File: config.mk
export PLATFORM = sky130hd
export DESIGN_NAME = rmx_exc_unit
export DESIGN_NICKNAME = d
export VERILOG_FILES = /design/src/include/rmx_pkg.sv /design/src/logic/rmx_exc_unit.sv
export VERILOG_INCLUDE_DIRS = /design/src /design/src/include
export SDC_FILE = /design/constraint.sdc
export NUM_CORES = 1
export LEC_CHECK = 0
export CAP_MARGIN = 20
export CORE_ASPECT_RATIO = 1.1
export CORE_MARGIN = 5
export CORE_UTILIZATION = 45
export CTS_CLUSTER_DIAMETER = 150
export DETAILED_ROUTE_END_ITERATION = 7
export DONT_BUFFER_PORTS = 1
export PLACE_DENSITY = 0.65
export SLEW_MARGIN = 10
export SYNTH_ARGS = -nofsm -noshare
export SYNTH_HDL_FRONTEND = slang
export SYNTH_SLANG_ARGS = --single-unit
File: constraint.sdc
create_clock -name clock -period 4.25 [get_ports clock]
set_input_delay 0.85 -clock clock [delete_from_list [all_inputs] [get_ports clock]]
set_output_delay 0.85 -clock clock [all_outputs]
set_load 0.03 [all_outputs]
File: src/include/rmx_defines.svh
`ifndef RMX_DEFINES_SVH
`define RMX_DEFINES_SVH
// Register byte offsets
`define RMX_MST_OFF      12'h000
`define RMX_SRA_OFF      12'h004
`define RMX_SSC_OFF      12'h008
`define RMX_STAT_OFF     12'h00C
`define RMX_MASK_OFF     12'h010
`define RMX_VEC_OFF      12'h014
// Machine state register fields
`define RMX_MST_RCV      1
`define RMX_MST_MCE      12
`define RMX_MST_PR       14
`define RMX_MST_EE       15
`define RMX_MST_RST      32'h00000000
// Exception vector offsets
`define RMX_VEC_RSV      20'h00000
`define RMX_VEC_RESET    20'h00100
`define RMX_VEC_MCHK     20'h00200
// Status bits
`define RMX_ST_RESET     0
`define RMX_ST_MCHK      1
`define RMX_ST_CHKSTOP   2
`define RMX_ST_W         3
// Bus operation kinds
`define RMX_OP_READ      2'h0
`define RMX_OP_WRITE     2'h1
`define RMX_OP_FETCH     2'h2
`define RMX_OP_OTHER     2'h3
`endif

File: src/include/rmx_pkg.sv
package rmx_pkg;
  typedef enum logic [1:0] {
    RMX_RUN     = 2'b01,
    RMX_CHKSTOP = 2'b10
  } rmx_state_t;
endpackage

File: src/logic/rmx_exc_unit.sv
// Summary of operation
// - Reset pin assertion takes vector 00100
// - Corrupted state clears saved recoverable indicator
// - Qualified error ack or input: vector 00200
// - Machine check with enable clear: checkstop
// - Any taken exception clears check enable
// - Bus or cache parity raises machine check
// - Machine check imprecise; saves current address
// - Error ack sampled only for own operations
// - Save state, fetch vector, supervisor mode
// - Reset, machine check ignore interrupt enable
//
// Design decisions made here: the APB register port and the address map.
`timescale 1ns/1ps
`include "rmx_defines.svh"
module rmx_exc_unit
  import rmx_pkg::*;
#(
  parameter int ADDR_W = 12
) (
  // Clock and reset
  input  wire logic              clock,
  input  wire logic              rst_n,
  // APB slave
  input  wire logic              psel,
  input  wire logic              penable,
  input  wire logic              pwrite,
  input  wire logic [ADDR_W-1:0] paddr,
  input  wire logic [31:0]       pwdata,
  output logic [31:0]            prdata,
  output logic                   pready,
  output logic                   pslverr,
  // External pins
  input  wire logic              soft_reset_pin,
  input  wire logic              hard_reset_pin,
  input  wire logic              transfer_error_ack,
  input  wire logic              machine_check_input,
  // Core-side status
  input  wire logic              bus_op_valid,
  input  wire logic [1:0]        bus_op_kind,
  input  wire logic [31:0]       cur_pc,
  input  wire logic              state_corrupt,
  input  wire logic              addr_par_err,
  input  wire logic              data_par_err,
  input  wire logic              icache_par_err,
  input  wire logic              dcache_par_err,
  // Exception outputs
  output logic                   exc_take,
  output logic [19:0]            exc_vector,
  output logic [31:0]            saved_return_address,
  output logic [31:0]            saved_status_copy,
  output logic [31:0]            machine_state_register,
  output logic                   checkstop,
  output logic                   irq
);

  // Offsets reach 0x14, so five address bits at least
  if (ADDR_W < 5) begin : g_addr_chk
    $error("ADDR_W too small for register map");
  end

  // Pin synchronisers
  logic [3:0] pin_s1_r;
  logic [3:0] pin_s2_r;
  logic [3:0] pin_s3_r;
  logic [3:0] pin_raw;
  assign pin_raw = {machine_check_input, transfer_error_ack, hard_reset_pin, soft_reset_pin};

  always_ff @(posedge clock) begin
    if (!rst_n) begin
      pin_s1_r <= 4'h0;
      pin_s2_r <= 4'h0;
      pin_s3_r <= 4'h0;
    end else begin
      pin_s1_r <= pin_raw;
      pin_s2_r <= pin_s1_r;
      pin_s3_r <= pin_s2_r;
    end
  end

  logic rst_lvl;
  logic rst_lvl_q;
  logic rst_ev;
  logic bus_qual;
  logic err_ack_ev;
  logic mci_ev;
  logic par_ev;
  logic mc_cond;
  assign rst_lvl   = pin_s2_r[0] | pin_s2_r[1];
  assign rst_lvl_q = pin_s3_r[0] | pin_s3_r[1];
  assign rst_ev    = rst_lvl & ~rst_lvl_q;
  assign bus_qual  = bus_op_valid & (bus_op_kind != `RMX_OP_OTHER);
  assign err_ack_ev = pin_s2_r[2] & bus_qual;
  assign mci_ev     = pin_s2_r[3] & ~pin_s3_r[3];
  assign par_ev    = addr_par_err | data_par_err | icache_par_err | dcache_par_err;
  assign mc_cond   = err_ack_ev | mci_ev | par_ev;

  // Exception state
  rmx_state_t  state_r, state_nxt;
  logic [31:0] mst_r, mst_nxt;
  logic [31:0] sra_r, sra_nxt;
  logic [31:0] ssc_r, ssc_nxt;
  logic [19:0] vec_r, vec_nxt;
  logic        take_r, take_nxt;
  logic [`RMX_ST_W-1:0] stat_r, stat_nxt;
  logic [`RMX_ST_W-1:0] mask_r, mask_nxt;
  logic [31:0] rdata_r, rdata_nxt;

  logic wr_acc;
  logic rd_setup;
  logic mapped;
  assign wr_acc   = psel & penable & pwrite;
  assign rd_setup = psel & ~penable & ~pwrite;
  assign mapped   = (paddr == ADDR_W'(`RMX_MST_OFF)) || (paddr == ADDR_W'(`RMX_SRA_OFF))
                 || (paddr == ADDR_W'(`RMX_SSC_OFF)) || (paddr == ADDR_W'(`RMX_STAT_OFF))
                 || (paddr == ADDR_W'(`RMX_MASK_OFF)) || (paddr == ADDR_W'(`RMX_VEC_OFF));

  always_comb begin
    state_nxt = state_r;
    mst_nxt   = mst_r;
    sra_nxt   = sra_r;
    ssc_nxt   = ssc_r;
    vec_nxt   = vec_r;
    take_nxt  = 1'b0;
    stat_nxt  = stat_r;
    mask_nxt  = mask_r;
    rdata_nxt = rdata_r;
    // Software writes; a take in the same cycle overrides below
    if (wr_acc) begin
      if (paddr == ADDR_W'(`RMX_MST_OFF)) begin
        mst_nxt = pwdata;
      end else if (paddr == ADDR_W'(`RMX_STAT_OFF)) begin
        stat_nxt = stat_r & ~pwdata[`RMX_ST_W-1:0];
      end else if (paddr == ADDR_W'(`RMX_MASK_OFF)) begin
        mask_nxt = pwdata[`RMX_ST_W-1:0];
      end
    end
    case (state_r)
      RMX_RUN: begin
        if (rst_ev) begin
          take_nxt = 1'b1;
          vec_nxt  = `RMX_VEC_RESET;
          stat_nxt[`RMX_ST_RESET] = 1'b1;
        end else if (mc_cond) begin
          if (!mst_r[`RMX_MST_MCE]) begin
            state_nxt = RMX_CHKSTOP;
            stat_nxt[`RMX_ST_CHKSTOP] = 1'b1;
          end else begin
            take_nxt = 1'b1;
            vec_nxt  = `RMX_VEC_MCHK;
            stat_nxt[`RMX_ST_MCHK] = 1'b1;
          end
        end
      end
      RMX_CHKSTOP: begin
        // Only a system reset leaves checkstop
        if (rst_ev) begin
          state_nxt = RMX_RUN;
          take_nxt  = 1'b1;
          vec_nxt   = `RMX_VEC_RESET;
          stat_nxt[`RMX_ST_RESET] = 1'b1;
        end
      end
      default: begin
        state_nxt = RMX_RUN;
      end
    endcase
    if (take_nxt) begin
      sra_nxt = cur_pc;
      ssc_nxt = mst_r;
      ssc_nxt[`RMX_MST_RCV] = mst_r[`RMX_MST_RCV] & ~state_corrupt;
      mst_nxt = mst_r;
      mst_nxt[`RMX_MST_MCE] = 1'b0;
      mst_nxt[`RMX_MST_PR] = 1'b0;
      mst_nxt[`RMX_MST_EE] = 1'b0;
    end
    if (rd_setup) begin
      if (paddr == ADDR_W'(`RMX_MST_OFF)) begin
        rdata_nxt = mst_r;
      end else if (paddr == ADDR_W'(`RMX_SRA_OFF)) begin
        rdata_nxt = sra_r;
      end else if (paddr == ADDR_W'(`RMX_SSC_OFF)) begin
        rdata_nxt = ssc_r;
      end else if (paddr == ADDR_W'(`RMX_STAT_OFF)) begin
        rdata_nxt = {29'h0, stat_r};
      end else if (paddr == ADDR_W'(`RMX_MASK_OFF)) begin
        rdata_nxt = {29'h0, mask_r};
      end else if (paddr == ADDR_W'(`RMX_VEC_OFF)) begin
        rdata_nxt = {11'h0, (state_r == RMX_CHKSTOP), vec_r};
      end else begin
        rdata_nxt = 32'h00000000;
      end
    end
  end

  always_ff @(posedge clock) begin
    if (!rst_n) begin
      state_r <= RMX_RUN;
      mst_r   <= `RMX_MST_RST;
      sra_r   <= 32'h00000000;
      ssc_r   <= 32'h00000000;
      vec_r   <= `RMX_VEC_RESET;
      take_r  <= 1'b0;
      stat_r  <= 3'h0;
      mask_r  <= 3'h0;
      rdata_r <= 32'h00000000;
    end else begin
      state_r <= state_nxt;
      mst_r   <= mst_nxt;
      sra_r   <= sra_nxt;
      ssc_r   <= ssc_nxt;
      vec_r   <= vec_nxt;
      take_r  <= take_nxt;
      stat_r  <= stat_nxt;
      mask_r  <= mask_nxt;
      rdata_r <= rdata_nxt;
    end
  end

  // Zero-wait slave; read data captured in setup phase
  assign prdata                 = rdata_r;
  assign pready                 = 1'b1;
  assign pslverr                = psel & penable & ~mapped;
  assign exc_take               = take_r;
  assign exc_vector             = vec_r;
  assign saved_return_address   = sra_r;
  assign saved_status_copy      = ssc_r;
  assign machine_state_register = mst_r;
  assign checkstop              = (state_r == RMX_CHKSTOP);
  assign irq                    = |(stat_r & mask_r);

  property p_rst_vec;
    @(posedge clock) disable iff (!rst_n)
    rst_ev |=> exc_take && (exc_vector == 20'h00100);
  endproperty
  a_rst_vec: assert property (p_rst_vec) else $error("reset not taken at 00100");

  property p_ri_copy;
    @(posedge clock) disable iff (!rst_n)
    (take_nxt && state_corrupt) |=> !saved_status_copy[`RMX_MST_RCV];
  endproperty
  a_ri_copy: assert property (p_ri_copy) else $error("recoverable copy not cleared");

  property p_mc_vec;
    @(posedge clock) disable iff (!rst_n)
    (state_r == RMX_RUN && !rst_ev && (err_ack_ev || mci_ev) && mst_r[`RMX_MST_MCE])
      |=> exc_take && (exc_vector == 20'h00200) && !checkstop;
  endproperty
  a_mc_vec: assert property (p_mc_vec) else $error("machine check not taken");

  property p_chkstop;
    @(posedge clock) disable iff (!rst_n)
    (state_r == RMX_RUN && !rst_ev && mc_cond && !mst_r[`RMX_MST_MCE])
      |=> checkstop && !exc_take ##1 (checkstop || $past(rst_ev));
  endproperty
  a_chkstop: assert property (p_chkstop) else $error("checkstop not entered");

  property p_mce_clr;
    @(posedge clock) disable iff (!rst_n)
    exc_take |-> !machine_state_register[`RMX_MST_MCE]
      && saved_status_copy[`RMX_MST_MCE] == $past(mst_r[`RMX_MST_MCE]);
  endproperty
  a_mce_clr: assert property (p_mce_clr) else $error("check enable not cleared");

  property p_parity;
    @(posedge clock) disable iff (!rst_n)
    (state_r == RMX_RUN && !rst_ev && par_ev && mst_r[`RMX_MST_MCE])
      |=> exc_take && (exc_vector == 20'h00200);
  endproperty
  a_parity: assert property (p_parity) else $error("parity error not taken");

  property p_save_pc;
    @(posedge clock) disable iff (!rst_n)
    $rose(take_r) |-> saved_return_address == $past(cur_pc);
  endproperty
  a_save_pc: assert property (p_save_pc) else $error("return address not saved");

  property p_tea_qual;
    @(posedge clock) disable iff (!rst_n)
    (state_r == RMX_RUN && !rst_ev && !mci_ev && !par_ev && !bus_qual)
      |=> !exc_take && !$rose(checkstop);
  endproperty
  a_tea_qual: assert property (p_tea_qual) else $error("unqualified error ack acted on");

  property p_super;
    @(posedge clock) disable iff (!rst_n)
    exc_take |-> !machine_state_register[`RMX_MST_PR] && !machine_state_register[`RMX_MST_EE];
  endproperty
  a_super: assert property (p_super) else $error("not in supervisor mode");

  property p_nomask;
    @(posedge clock) disable iff (!rst_n)
    (state_r == RMX_RUN && mc_cond && !mst_r[`RMX_MST_EE] && mst_r[`RMX_MST_MCE]) |=> exc_take;
  endproperty
  a_nomask: assert property (p_nomask) else $error("masked by interrupt enable");

  property p_nz_vec;
    @(posedge clock) disable iff (!rst_n)
    exc_take |-> exc_vector != 20'h00000;
  endproperty
  a_nz_vec: assert property (p_nz_vec) else $error("reserved vector selected");

endmodule // rmx_exc_unit

======== Word-level counts from Yosys, hierarchy flattened ========
Cells that the tools add are included.
W data, S select, Z words.
cells by class
  add/subtract/negate cells ............... 0
  divide/modulo/power cells ............... 0
  bitwise gates (word level) .............. 30
  reduce and logical (&&, ||, !) cells .... 15
  muxes and demuxes ....................... 31
  eq/ne operators ......................... 14
  magnitude comparators ................... 0
  shift-type cells ........................ 0
  $mul .................................... 0
operators with widths
  operator               count
  $mux W32               3
  $mux W20               4
  $mux W21               3
  $pmux W20 S2           1
  $eq A12 B4 Y1 const B  2
  $eq A12 B5 Y1 const B  2
  $mux W2                7
  $eq A12 B3 Y1 const B  1
  $logic_not A12 Y1      1
  $reduce_and A4 Y1      3
  $and A1 B1 Y1          10
  $not A1 Y1             10
  $mux W3                3
  $mux W1                8
  $ne A2 B2 Y1 const B   4
  $or A1 B1 Y1           7
  $and A3 B3 Y3          2
  $ne A3 B3 Y1 const B   2
  $logic_or A1 B1 Y1     5
  $pmux W2 S2            1
  $reduce_or A2 Y1       2
  $not A3 Y3             1
  $reduce_and A3 Y1      1
  $reduce_or A3 Y1       1
  other kinds (6)        6
word-level totals
  memories ................................ 0
  memory bits (writable) .................. 0
  logic and storage cells ................. 103
  output and inout port bits .............. 153
  bits in latches ......................... 0
  ROM bits ................................ 0
  input port bits ......................... 93
  register bits after elaboration ......... 169

======== Logic depth before layout (Yosys ltp) ========
Gate-level depths: netlist (run 1).
  depth in word-level cells ............... 10
  gate-level depth with buffers ........... 8
  gate-level depth less buffers ........... 6

======== Worst setup path after synthesis (run 1) ========
OpenSTA, ideal clock, no wires.
  path type ............................... in2out
  from .................................... input paddr[3]
  to ...................................... output pslverr
  slack ................................... 1.620 ns
  data arrival time ....................... 1.780 ns
  required time ........................... 3.400 ns
  stages .................................. 3
  path buffers ............................ 1
  cell sequence ........................... clkbuf_1 -> nand2_1 -> a21oi_1
between the ends
  cells in the longest elaborated chain, start to end .. 8
  elaborated cells between the ends (all ways) .. 13
  those cells by class .................... 5 x eq/ne; 2 x bitwise; 6 x reduce/logical
RTL lines
  what                                                       line                 text
  start, declared                                            rmx_exc_unit.sv:28   input wire logic [ADDR_W-1:0] paddr,
  $eq A12 B3 Y1 / $logic_not A12 Y1 (equally long branches)  rmx_exc_unit.sv:114  assign mapped = (paddr == ADDR_W'(`RMX_MST_OFF)) || (paddr == ADDR_W'(`RMX_SRA_OFF))
  $logic_or A1 B1 Y1 (4 in a row)                            rmx_exc_unit.sv:114
  $logic_or A1 B1 Y1 *                                       rmx_exc_unit.sv:114
  $not A1 Y1 *                                               rmx_exc_unit.sv:223  assign pslverr = psel & penable & ~mapped;
  $and A1 B1 Y1 *                                            rmx_exc_unit.sv:223
  end, declared                                              rmx_exc_unit.sv:32   output logic pslverr,
Mark *: on every way between the ends. The rest lies on a longest branch, timed or not.

======== Worst setup path in the final report (run 1) ========
  from .................................... input paddr[9]
  to ...................................... output pslverr
The elaborated chain is that of the path after synthesis.

==> results of run 1 <==
-- worst max-delay path, delay by kind of cell --
kind               cells  cell delay, ps
AOI/OAI and AO/OA      1             270
and+or+nand+nor        2             790
-- flip-flops by register name (all words and copies together), names as in the netlist --
| signal | flops |
|---|---|
| exc_take | 1 |
| exc_vector | 2 |
| machine_state_register | 32 |
| mask_r | 3 |
| pin_s1_r | 4 |
| pin_s2_r | 4 |
| pin_s3_r | 3 |
| prdata | 32 |
| saved_return_address | 32 |
| saved_status_copy | 32 |
| stat_r | 3 |
| state_r | 2 |
-- layout by cell type, fill, tap and decap left out, types with 3 or more instances in the layout --
cell,n
sky130_fd_sc_hd__o21ai_1,67
sky130_fd_sc_hd__a221oi_1,29
sky130_fd_sc_hd__clkbuf_16,17
sky130_fd_sc_hd__mux2i_1,37
sky130_fd_sc_hd__nand2_1,96
sky130_fd_sc_hd__clkbuf_1,3
sky130_fd_sc_hd__nor2b_1,4
sky130_fd_sc_hd__o21ai_0,34
sky130_fd_sc_hd__a41o_1,3
sky130_fd_sc_hd__and3_1,5
sky130_fd_sc_hd__a21boi_1,64
sky130_fd_sc_hd__o21a_1,3
sky130_fd_sc_hd__and2_1,13
sky130_fd_sc_hd__nor3_1,6
sky130_fd_sc_hd__nand3_1,65
sky130_fd_sc_hd__conb_1,19
sky130_fd_sc_hd__inv_1,10
sky130_fd_sc_hd__clkbuf_8,3
sky130_fd_sc_hd__nor2_1,21
sky130_fd_sc_hd__a21boi_0,5
sky130_fd_sc_hd__a211oi_1,3
sky130_fd_sc_hd__o221ai_1,3
sky130_fd_sc_hd__a21oi_1,32
sky130_fd_sc_hd__buf_4,10
sky130_fd_sc_hd__dfxtp_1,150
-- final timing paths --
path / startpoint / to / slack (ps) / depth (start not counted)
worst min-delay path: pin_s1_r[0]$_SDFF_PN0_ / pin_s2_r[0]$_SDFF_PN0_ / 430 / 1
worst min register to register: pin_s1_r[0]$_SDFF_PN0_ / pin_s2_r[0]$_SDFF_PN0_ / 430 / 1
worst max-delay path: paddr[9] / pslverr / 1490 / 3
worst max register to register: pin_s2_r[1]$_SDFF_PN0_ / saved_status_copy[24]$_SDFFE_PN0P_ / 1680 / 5
-- synthesized netlist by cell type (all sizes together) (3+ instances only) --
cell type    n  area share (%)
nor2b        4            0.38
o21ai      101             7.8
dfxtp      150              46
o21a         3            0.35
clkbuf      47             2.7
a21oi       33             2.5
buf         39             3.9
a211oi       3            0.35
a21boi      70             8.1
and2        13             1.2
nor2        22             1.3
a41o         3            0.46
nand2       96             5.5
o221ai       3            0.40
and3         5            0.48
nor3         7            0.61
nand3       65             5.0
mux2i       37             5.7
inv         10            0.58
a221oi      29             3.9
-- metrics by stage --
step	util [%]	worst slack, ps
after detailed placement	45.5	1100
final	49.6	1490
after global routing	49.6	1390
after CTS	49.6	1540
after global placement	45.5	1230
after floorplan	-	1620
-- cell families after synthesis --
family | count (synthesis) | share of synthesized area, %
compound gates | 252 | 24.8
fa+ha+maj | 2 | 0.384
buf+inv | 96 | 7.22
flops | 150 | 46.1
mux | 37 | 5.68
other cells | 2 | 0.115
simple gates | 220 | 15.7
-- power by group --
group | total [mW] | internal, mW | switching [mW] | leakage (nW)
Clock | 1.48 | 0.906 | 0.569 | 0.283
Combinational | 0.476 | 0.110 | 0.366 | 0.931
Sequential | 1.58 | 1.46 | 0.120 | 1.22
Total | 3.53 | 2.47 | 1.05 | 2.43
-- layout make-up --
| cell class | instances | share of cell area [%] |
|---|---|---|
| Multi-Input combinational cell | 530 | 44.4 |
| Tap cell | 192 | 3.38 |
| Inverter | 10 | 0.529 |
| Clock inverter | 7 | 1.36 |
| Timing Repair Buffer | 11 | 1.34 |
| Clock buffer | 23 | 6.73 |
| Sequential cell | 150 | 42.3 |
-- routing by layer --
layer / routed length (um) / vias to the layer above / GRT usage, %
met2: 9720 / 300 / 38.7
met4: 487 / 0 / 8.95
met3: 2240 / 36 / 9.59
li1: - / 2588 / -
met1: 7900 / 2729 / 26.8
met5: 0 / - / 0
==> impl_results.md, run 1 <==
- Outcome: completed
- Count of nets left with antenna violations after detail routing: 0
- Area of all sequential standard cells: 3000 um2
- Most used flip-flop cell after synthesis: sky130_fd_sc_hd__dfxtp_1
- Number of DRC markers after the initial detailed-route iteration: 474
- # placed instances: 893
- Total Power Consumption: 3.53 mW
- First-pass GRT wire length: 31100 um
- Clock latency at the later pin of the worst-skew pair: 420 ps
- H-tree depth: 4
- Number of vias per cell: 6.12
- Element type at the critical path end: output pin
- EDFF count, synth: 0
- Placed inst area: 6530 um2
- Normalized max-slew margin: 39.3%
- GRT Overall Usage: 23.2%
- FMAX: 362 MHz
- Longest individual stage delay on the worst path: 430 ps
- Pwr per Cell Area: 497 nW/um2
- TritonCTS buffer count: 17
- Final HPWL DP: 13600 um
- Final Setup Violations: 0
- Setup total negative slack: 0 ps
- Clock transition at the register clock pins on the worst setup and hold paths after CTS: 50 ps
- Arrival time of the worst setup path: 1910 ps
- CTS hold repair buffers: 0
- Maximum fanout along the worst path: 5
- CTS resizes: 0
- Largest net degree at the start of global routing: 178
- Critical Path Start Type: primary input
- Routability congestion estimate from global placement: 0.864
- Layout Nets: 815
- Synthesized area per cell: 8.59 um2
- Final cell count without fillers: 923
- Cell at the root of the clock tree: sky130_fd_sc_hd__clkbuf_16
- Floorplan die height: 136 um
- Max Clock Skew: 9.72 ps
- Synth warn: 0
- Required time of the worst setup path: 3400 ps
- Die Footprint: 17000 um2
- Mean routed wirelength per cell: 22.0 um
- Initial antenna violation count: 0
- Ports placed on the boundary: 246
- Type of the worst min-delay path: reg2reg
- Max Transition Viols Final: 0
- Setup repair after global routing missed its margin: false
- Area of combinational cells with multiple inputs: 3150 um2
- Number of setup buffers added after CTS: 0
- Via count of the first global-routing pass: 5502
- Time the worst path needs with I/O delays and setup: 2760 ps
- Leakage power: 2.43 nW
- Hold violation total from the final report: 0
- Number of maximum-capacitance constraint violations: 0
- Register area share after synthesis: 46.1%
- Buffers added on ports: 0
- Sum of overflow across all layers after global routing: 0
- Synthesized flop and latch total: 150
- Width of the die: 125 um
- Total number of vias: 5653
- Actual slew at the worst max-slew pin: 911 ps
- Area of the core: 14300 um2
- Starting utilization of the core area: 45.5%
- Number of diodes: 0
- Worst-path cell chain: nor3_1, and3_1, a21oi_1
- Number of library cell types mapped by synthesis: 44
- DRT Wirelength: 20400 um
- DRC violations left: 0
- FILL cells: 1344
- Ratio of final minimum period to clock period: 65.0%
- Final Cell Area: 7100 um2
- Cell with the largest stage delay on the worst path: sky130_fd_sc_hd__nor3_1
- Final-layout worst hold slack: 434 ps
- Layout area overhead: 8.97%
- Share of synthesized flip-flops with an asynchronous set or reset: 0%
- Cell Area, Synth: 6520 um2
- IR Drop Worst-Case VDD: 0.259 mV
- Maximum clock insertion buffer count: 2
- Cell Rows: 46
- Count of clock tree sinks: 150
- Proportion of layout cells with a drive suffix above 1: 6.57%
- Crit Path Category: in2out
- CTS tree: yes
- Syn Inst Count: 759
- Length of the first detailed-routing pass in iterations: 5
No activity file was read; power rests on OpenSTA's default activity.
==> run 2: changes to the inputs <==
==> constraint.sdc (replaced) <==
create_clock -name clock -period 2.6 [get_ports clock]
set_input_delay 0.52 -clock clock [delete_from_list [all_inputs] [get_ports clock]]
set_output_delay 0.52 -clock clock [all_outputs]
set_load 0.03 [all_outputs]
==> run 2 against run 1 <==
Global-route usage is 0.20 points lower. Count of clock-buffer cells in the layout is the same. Clock skew down 4.4 ps. Routed wire length is 0.54% lower. Die area unchanged. Flip-flop and latch count did not move. Combinational power increased by 67%. Hold slack got worse by 210 ps. Largest power group unchanged. Highest routed layer unchanged.
==> impl_results.md, run 2 (same netlist as run 1, synthesis figures left out) <==
- IR Drop Worst-Case VDD: 0.560 mV
- Layout area overhead: 11.0%
- Cell Rows: 46
- Maximum fanout along the worst path: 39
- Routability congestion estimate from global placement: 0.838
- Clock latency at the later pin of the worst-skew pair: 420 ps
- CTS tree: yes
- Final cell count without fillers: 935
- Count of nets left with antenna violations after detail routing: 0
- Element type at the critical path end: register
- Length of the first detailed-routing pass in iterations: 5
- Maximum clock insertion buffer count: 2
- Die Footprint: 17000 um2
- First-pass GRT wire length: 31200 um
- Critical Path Start Type: register
- Required time of the worst setup path: 2940 ps
- Mean routed wirelength per cell: 21.6 um
- Setup total negative slack: 0 ps
- Sum of overflow across all layers after global routing: 0
- Number of vias per cell: 6.01
- Most common cell after layout, fill and taps aside: sky130_fd_sc_hd__dfxtp_1
- GRT Overall Usage: 23.0%
- Leading cell types in the layout, fill and taps excluded: 150 x sky130_fd_sc_hd__dfxtp_1, 96 x sky130_fd_sc_hd__nand2_1, 67 x sky130_fd_sc_hd__o21ai_1
- Area of the core: 14300 um2
- Initial antenna violation count: 0
- Count of clock tree sinks: 150
- Actual slew at the worst max-slew pin: 846 ps
- Type of the worst min-delay path: in2reg
- # placed instances: 904
- Buffers added on ports: 0
- Max Clock Skew: 5.27 ps
- H-tree depth: 4
- Time the worst path needs with I/O delays and setup: 2170 ps
- CTS hold repair buffers: 0
- Cell at the root of the clock tree: sky130_fd_sc_hd__clkbuf_16
- DRC violations left: 0
- Width of the die: 125 um
- R2R setup slack: 430 ps
- Number of DRC markers after the initial detailed-route iteration: 433
- Number of setup buffers added after CTS: 0
- Pwr per Cell Area: 803 nW/um2
- Outcome: completed
- Final Setup Violations: 0
- Arrival time of the worst setup path: 2520 ps
- CTS resizes: 0
- Proportion of layout cells with a drive suffix above 1: 8.21%
- Crit Path Category: reg2reg
- Hold violation total from the final report: 0
- Total number of vias: 5616
- Leakage power: 2.49 nW
- Clock transition at the register clock pins on the worst setup and hold paths after CTS: 60 ps
- Ratio of final minimum period to clock period: 83.6%
- TritonCTS buffer count: 17
- Floorplan die height: 136 um
- Number of maximum-capacitance constraint violations: 0
- Via count of the first global-routing pass: 5657
- Setup repair after global routing missed its margin: false
- Starting utilization of the core area: 45.5%
- Number of diodes: 0
- Final HPWL DP: 13900 um
- DRT Wirelength: 20200 um
- Layout Nets: 826
- Normalized max-slew margin: 43.6%
- Largest net degree at the start of global routing: 178
- Max Transition Viols Final: 0
- Ports placed on the boundary: 246
- FMAX: 460 MHz
## run 2: per-stage QoR
stage | worst slack, ps | hold WS (ps) | power (mW) | util (%) | cell area [um2]
2_1_floorplan | 426 | 412 | 3.22 | - | 6580
3_3_place_gp | 245 | 416 | 3.40 | 46.4 | 6650
3_5_place_dp | 162 | 426 | 3.43 | 46.4 | 6650
4_1_cts | 428 | 203 | 5.85 | 50.5 | 7230
5_1_grt | 283 | 221 | 6.02 | 50.5 | 7230
6_report | 425 | 221 | 5.81 | 50.5 | 7230
## run 2: critical path: stages, from the launching register on
cell and delay (ps):
sky130_fd_sc_hd__dfxtp_1 370, sky130_fd_sc_hd__inv_1 60, sky130_fd_sc_hd__ha_1 360, sky130_fd_sc_hd__a21o_2 680
sky130_fd_sc_hd__buf_4 330, sky130_fd_sc_hd__o21ai_1 100, sky130_fd_sc_hd__a21boi_1 180
## run 2: worst paths after layout
check	cells after the start	start	endpoint
setup / recovery	6	state_r[0]$_SDFFE_PN1P_	saved_return_address[19]$_SDFFE_PN0P_
hold / removal	1	rst_n	state_r[0]$_SDFFE_PN1P_
setup reg to reg	6	state_r[0]$_SDFFE_PN1P_	saved_return_address[19]$_SDFFE_PN0P_
hold reg to reg	1	pin_s1_r[2]$_SDFF_PN0_	pin_s2_r[2]$_SDFF_PN0_
## run 2: cell type report
type | instances | area [um2]
clock buffers | 23 | 488
clock inverters | 8 | 97.6
fillers | 1357 | 7100
inverters | 10 | 37.5
multi-input cells | 530 | 3150
flip-flops and latches | 150 | 3000
well taps | 192 | 240
repair buffers | 22 | 215
## run 2: power by group
group | internal (mW) | switching [mW]
sequential | 2.38 | 0.197
clock | 1.50 | 0.932
combinational | 0.209 | 0.585
total | 4.10 | 1.71
## run 2: layer usage
metal,wire [um],track usage (%),up-vias
li1,-,-,2610
met1,7660,25.9,2690
met2,9950,38.8,282
met3,2230,10.0,34
met4,414,8.83,0
met5,0,0,-
==> run 3: changes to the inputs <==
--- a/config.mk
+++ b/config.mk
@@ -6,6 +6,7 @@
 export SDC_FILE = /design/constraint.sdc
 export NUM_CORES = 1
 export LEC_CHECK = 0
+export ABC_AREA = 1
 export CAP_MARGIN = 20
 export CORE_ASPECT_RATIO = 1.1
 export CORE_MARGIN = 5
@@ -13,7 +14,7 @@
 export CTS_CLUSTER_DIAMETER = 150
 export DETAILED_ROUTE_END_ITERATION = 7
 export DONT_BUFFER_PORTS = 1
-export PLACE_DENSITY = 0.65
+export PLACE_DENSITY = 0.67
 export SLEW_MARGIN = 10
 export SYNTH_ARGS = -nofsm -noshare
 export SYNTH_HDL_FRONTEND = slang
==> constraint.sdc (replaced) <==
create_clock -name clock -period 1.9 [get_ports clock]
set_input_delay 0.38 -clock clock [delete_from_list [all_inputs] [get_ports clock]]
set_output_delay 0.38 -clock clock [all_outputs]
set_load 0.03 [all_outputs]
==> run 3 against run 2 <==
Core utilization grew 1.3 points. Routed wire length down 6.1%. Final cell count grew 20%. Die area rose by 1.7%. Flip-flop and latch count is the same. Hold slack got worse by 180 ps. Synthesized area rose by 1.8%. Combinational power decreased by 13%. Setup slack lost 260 ps.
==> impl_results.md, run 3 <==
- Synthesized area per cell: 7.12 um2
- Synthesized flop and latch total: 150
- Setup total negative slack: 0 ps
- Total number of vias: 5914
- Critical path depth in cells: 8
- Area of the core: 14400 um2
- Count of clock tree sinks: 150
- Most common cell after layout, fill and taps aside: sky130_fd_sc_hd__nand2_1
- Actual slew at the worst max-slew pin: 524 ps
- Hold_sp: rst_n
- EDFF count, synth: 0
- Area of all sequential standard cells: 3000 um2
- Leading cell types in the layout, fill and taps excluded: 219 x sky130_fd_sc_hd__nand2_1, 150 x sky130_fd_sc_hd__dfxtp_1, 99 x sky130_fd_sc_hd__a21oi_1
- H-tree depth: 4
- Floorplan die height: 137 um
- Outcome: completed
- Share of synthesized flip-flops with an asynchronous set or reset: 0%
- Hold violation total from the final report: 0
- Required time of the worst setup path: 1520 ps
- TritonCTS buffer count: 17
- Longest individual stage delay on the worst path: 190 ps
- Number of vias per cell: 5.26
- Normalized max-slew margin: 65.0%
- Clock transition at the register clock pins on the worst setup and hold paths after CTS: 60 ps
- Most used flip-flop cell after synthesis: sky130_fd_sc_hd__dfxtp_1
- Via count of the first global-routing pass: 5464
- Number of library cell types mapped by synthesis: 31
- Clock latency at the later pin of the worst-skew pair: 420 ps
- CTS tree: yes
- Proportion of layout cells with a drive suffix above 1: 9.00%
- Arrival time of the worst setup path: 1360 ps
- Number of cell instances on the worst register-to-register path: 8
- Sum of overflow across all layers after global routing: 0
- Layout Nets: 1017
- Routability congestion estimate from global placement: 0.904
- Maximum clock insertion buffer count: 2
- Area of combinational cells with multiple inputs: 2950 um2
- DRC violations left: 0
- Buffering stage count on the worst path with inverters included: 3
- CTS resizes: 0
- Synth warn: 0
- FILL cells: 1425
- Ratio of final minimum period to clock period: 91.5%
- Starting utilization of the core area: 45.9%
- Cell Rows: 46
- Cell with the largest stage delay on the worst path: sky130_fd_sc_hd__buf_4
- Leading cell types by total area after synthesis: sky130_fd_sc_hd__dfxtp_1 45%, sky130_fd_sc_hd__nand2_1 12%, sky130_fd_sc_hd__a21oi_1 7.5%
- Largest net degree at the start of global routing: 83
- Type of the worst min-delay path: in2reg
- Cell at the root of the clock tree: sky130_fd_sc_hd__clkbuf_16
- Setup repair after global routing missed its margin: false
- Most common cell in the synthesized netlist: sky130_fd_sc_hd__nand2_1
- Worst hold stages: 1
- Count of nets left with antenna violations after detail routing: 0
- Max Transition Viols Final: 0
- Syn Inst Count: 932
- DRT Wirelength: 19000 um
- Most common cell on crit path: sky130_fd_sc_hd__buf_4
- Final core area utilization: 51.8%
- Layout area overhead: 12.8%
- Startpoint of the worst register-to-register path: state_r[1]$_SDFFE_PN0P_
- Ports placed on the boundary: 246
- Number of maximum-capacitance constraint violations: 0
- R2R setup slack: 210 ps
- Element type at the critical path end: output pin
- Proportion of netlist area held by the largest area contributor: 45.3%
- Number of DRC markers after the initial detailed-route iteration: 447
- Cell type with the highest aggregate area in the netlist: sky130_fd_sc_hd__dfxtp_1
- Buffers added on ports: 0
- Number of setup buffers added after CTS: 0
- Pwr per Cell Area: 1040 nW/um2
- CTS hold repair buffers: 0
- Die Footprint: 17300 um2
- Time the worst path needs with I/O delays and setup: 1740 ps
- Width of the die: 126 um
- Initial antenna violation count: 1
- Leakage power: 2.94 nW
- Top Family by Delay on Critical Path: simple AND/OR/NAND/NOR gates
- Maximum fanout along the worst path: 10
- GRT Overall Usage: 21.3%
- Mean routed wirelength per cell: 16.9 um
- Max Clock Skew: 6.70 ps
- Worst-path cell chain: inv_1, nand2_2, nor2_8, buf_4, nand3_1, o2111ai_1, nor3_2, buf_4
- Number of diodes: 0
- Crit Path Category: in2out
- Top post-synthesis cells by count: 219 x sky130_fd_sc_hd__nand2_1, 150 x sky130_fd_sc_hd__dfxtp_1, 99 x sky130_fd_sc_hd__a21oi_1
- Final Setup Violations: 0
- Final HPWL DP: 13400 um
- Capture endpoint of the worst hold path: state_r[0]$_SDFFE_PN1P_
- Cell Area, Synth: 6640 um2
- First-pass GRT wire length: 29500 um
- Crit Reg-Reg Endpoint: saved_return_address[6]$_SDFFE_PN0P_
- FMAX: 575 MHz
- Register area share after synthesis: 45.3%
- Length of the first detailed-routing pass in iterations: 5
- IR Drop Worst-Case VDD: 0.518 mV
- Critical Path Start Type: primary input
==> run 3: cell count changes in the layout (fill, tap and decap cells not counted), moves of 37 or more <==
cell                       delta
sky130_fd_sc_hd__nand2_1    +123
sky130_fd_sc_hd__inv_1       +78
sky130_fd_sc_hd__a21oi_1     +67
sky130_fd_sc_hd__a21boi_1    -64
sky130_fd_sc_hd__o21ai_0     +54
sky130_fd_sc_hd__nor2_1      +53
sky130_fd_sc_hd__o21ai_1     -40
sky130_fd_sc_hd__mux2i_1     -37
==> run 3: final cells by class <==
class | count | share of cell area [%]
timing repair buffer | 28 | 4.31
sequential | 150 | 40.1
clock inverter | 9 | 2.02
clock buffer | 21 | 6.15
inverter | 96 | 4.81
multi-input combinational | 629 | 39.4
tap | 192 | 3.21
==> run 3: logic make-up after synthesis <==
logic type      Yosys count  synth area share, %
buf+inv                 170                 11.6
flops                   150                 45.3
compound gates          220                 16.9
other cells               2                0.113
simple gates            388                 25.8
fa+ha+maj                 2                0.377
==> run 3: power by group <==
group          leakage, nW  internal (mW)  switching (mW)
Sequential            1.22           3.28           0.313
Combinational         1.43          0.219           0.472
Clock                0.299           2.25            1.25
Total                 2.94           5.75            2.04
==> run 3: worst max path at each step <==
stage          slack (ps)      start       to
4_1_cts               160  paddr[10]  pslverr
2_1_floorplan          80  paddr[10]  pslverr
3_3_place_gp          170  paddr[10]  pslverr
6_report              160  paddr[10]  pslverr
5_1_grt                60  paddr[10]  pslverr
3_5_place_dp          160  paddr[10]  pslverr
==> run 3: metrics by stage <==
stage / instances / hold WS, ps / instance area (um2) / power [mW] / setup WS, ps
detailed placement: 1095 / 399 / 6870 / 4.36 / 165
floorplan: 949 / 390 / 6700 / 4.21 / 83.4
CTS: 1125 / 20.7 / 7480 / 7.85 / 159
global placement: 1095 / 392 / 6870 / 4.35 / 173
global route: 1125 / 25.4 / 7480 / 8.09 / 62.9
finish: 1125 / 45.7 / 7480 / 7.79 / 162
==> run 3: routing by layer <==
| layer | GRT usage (%) | up-vias | routed length [um] | part of all wire [%] |
|---|---|---|---|---|
| met3 | 7.68 | 36 | 1780 | 9.4 |
| met5 | 0 | - | 13 | 0.068 |
| li1 | - | 2934 | - | - |
| met1 | 25.0 | 2707 | 7470 | 39 |
| met2 | 36.2 | 235 | 9350 | 49 |
| met4 | 7.87 | 2 | 395 | 2.1 |
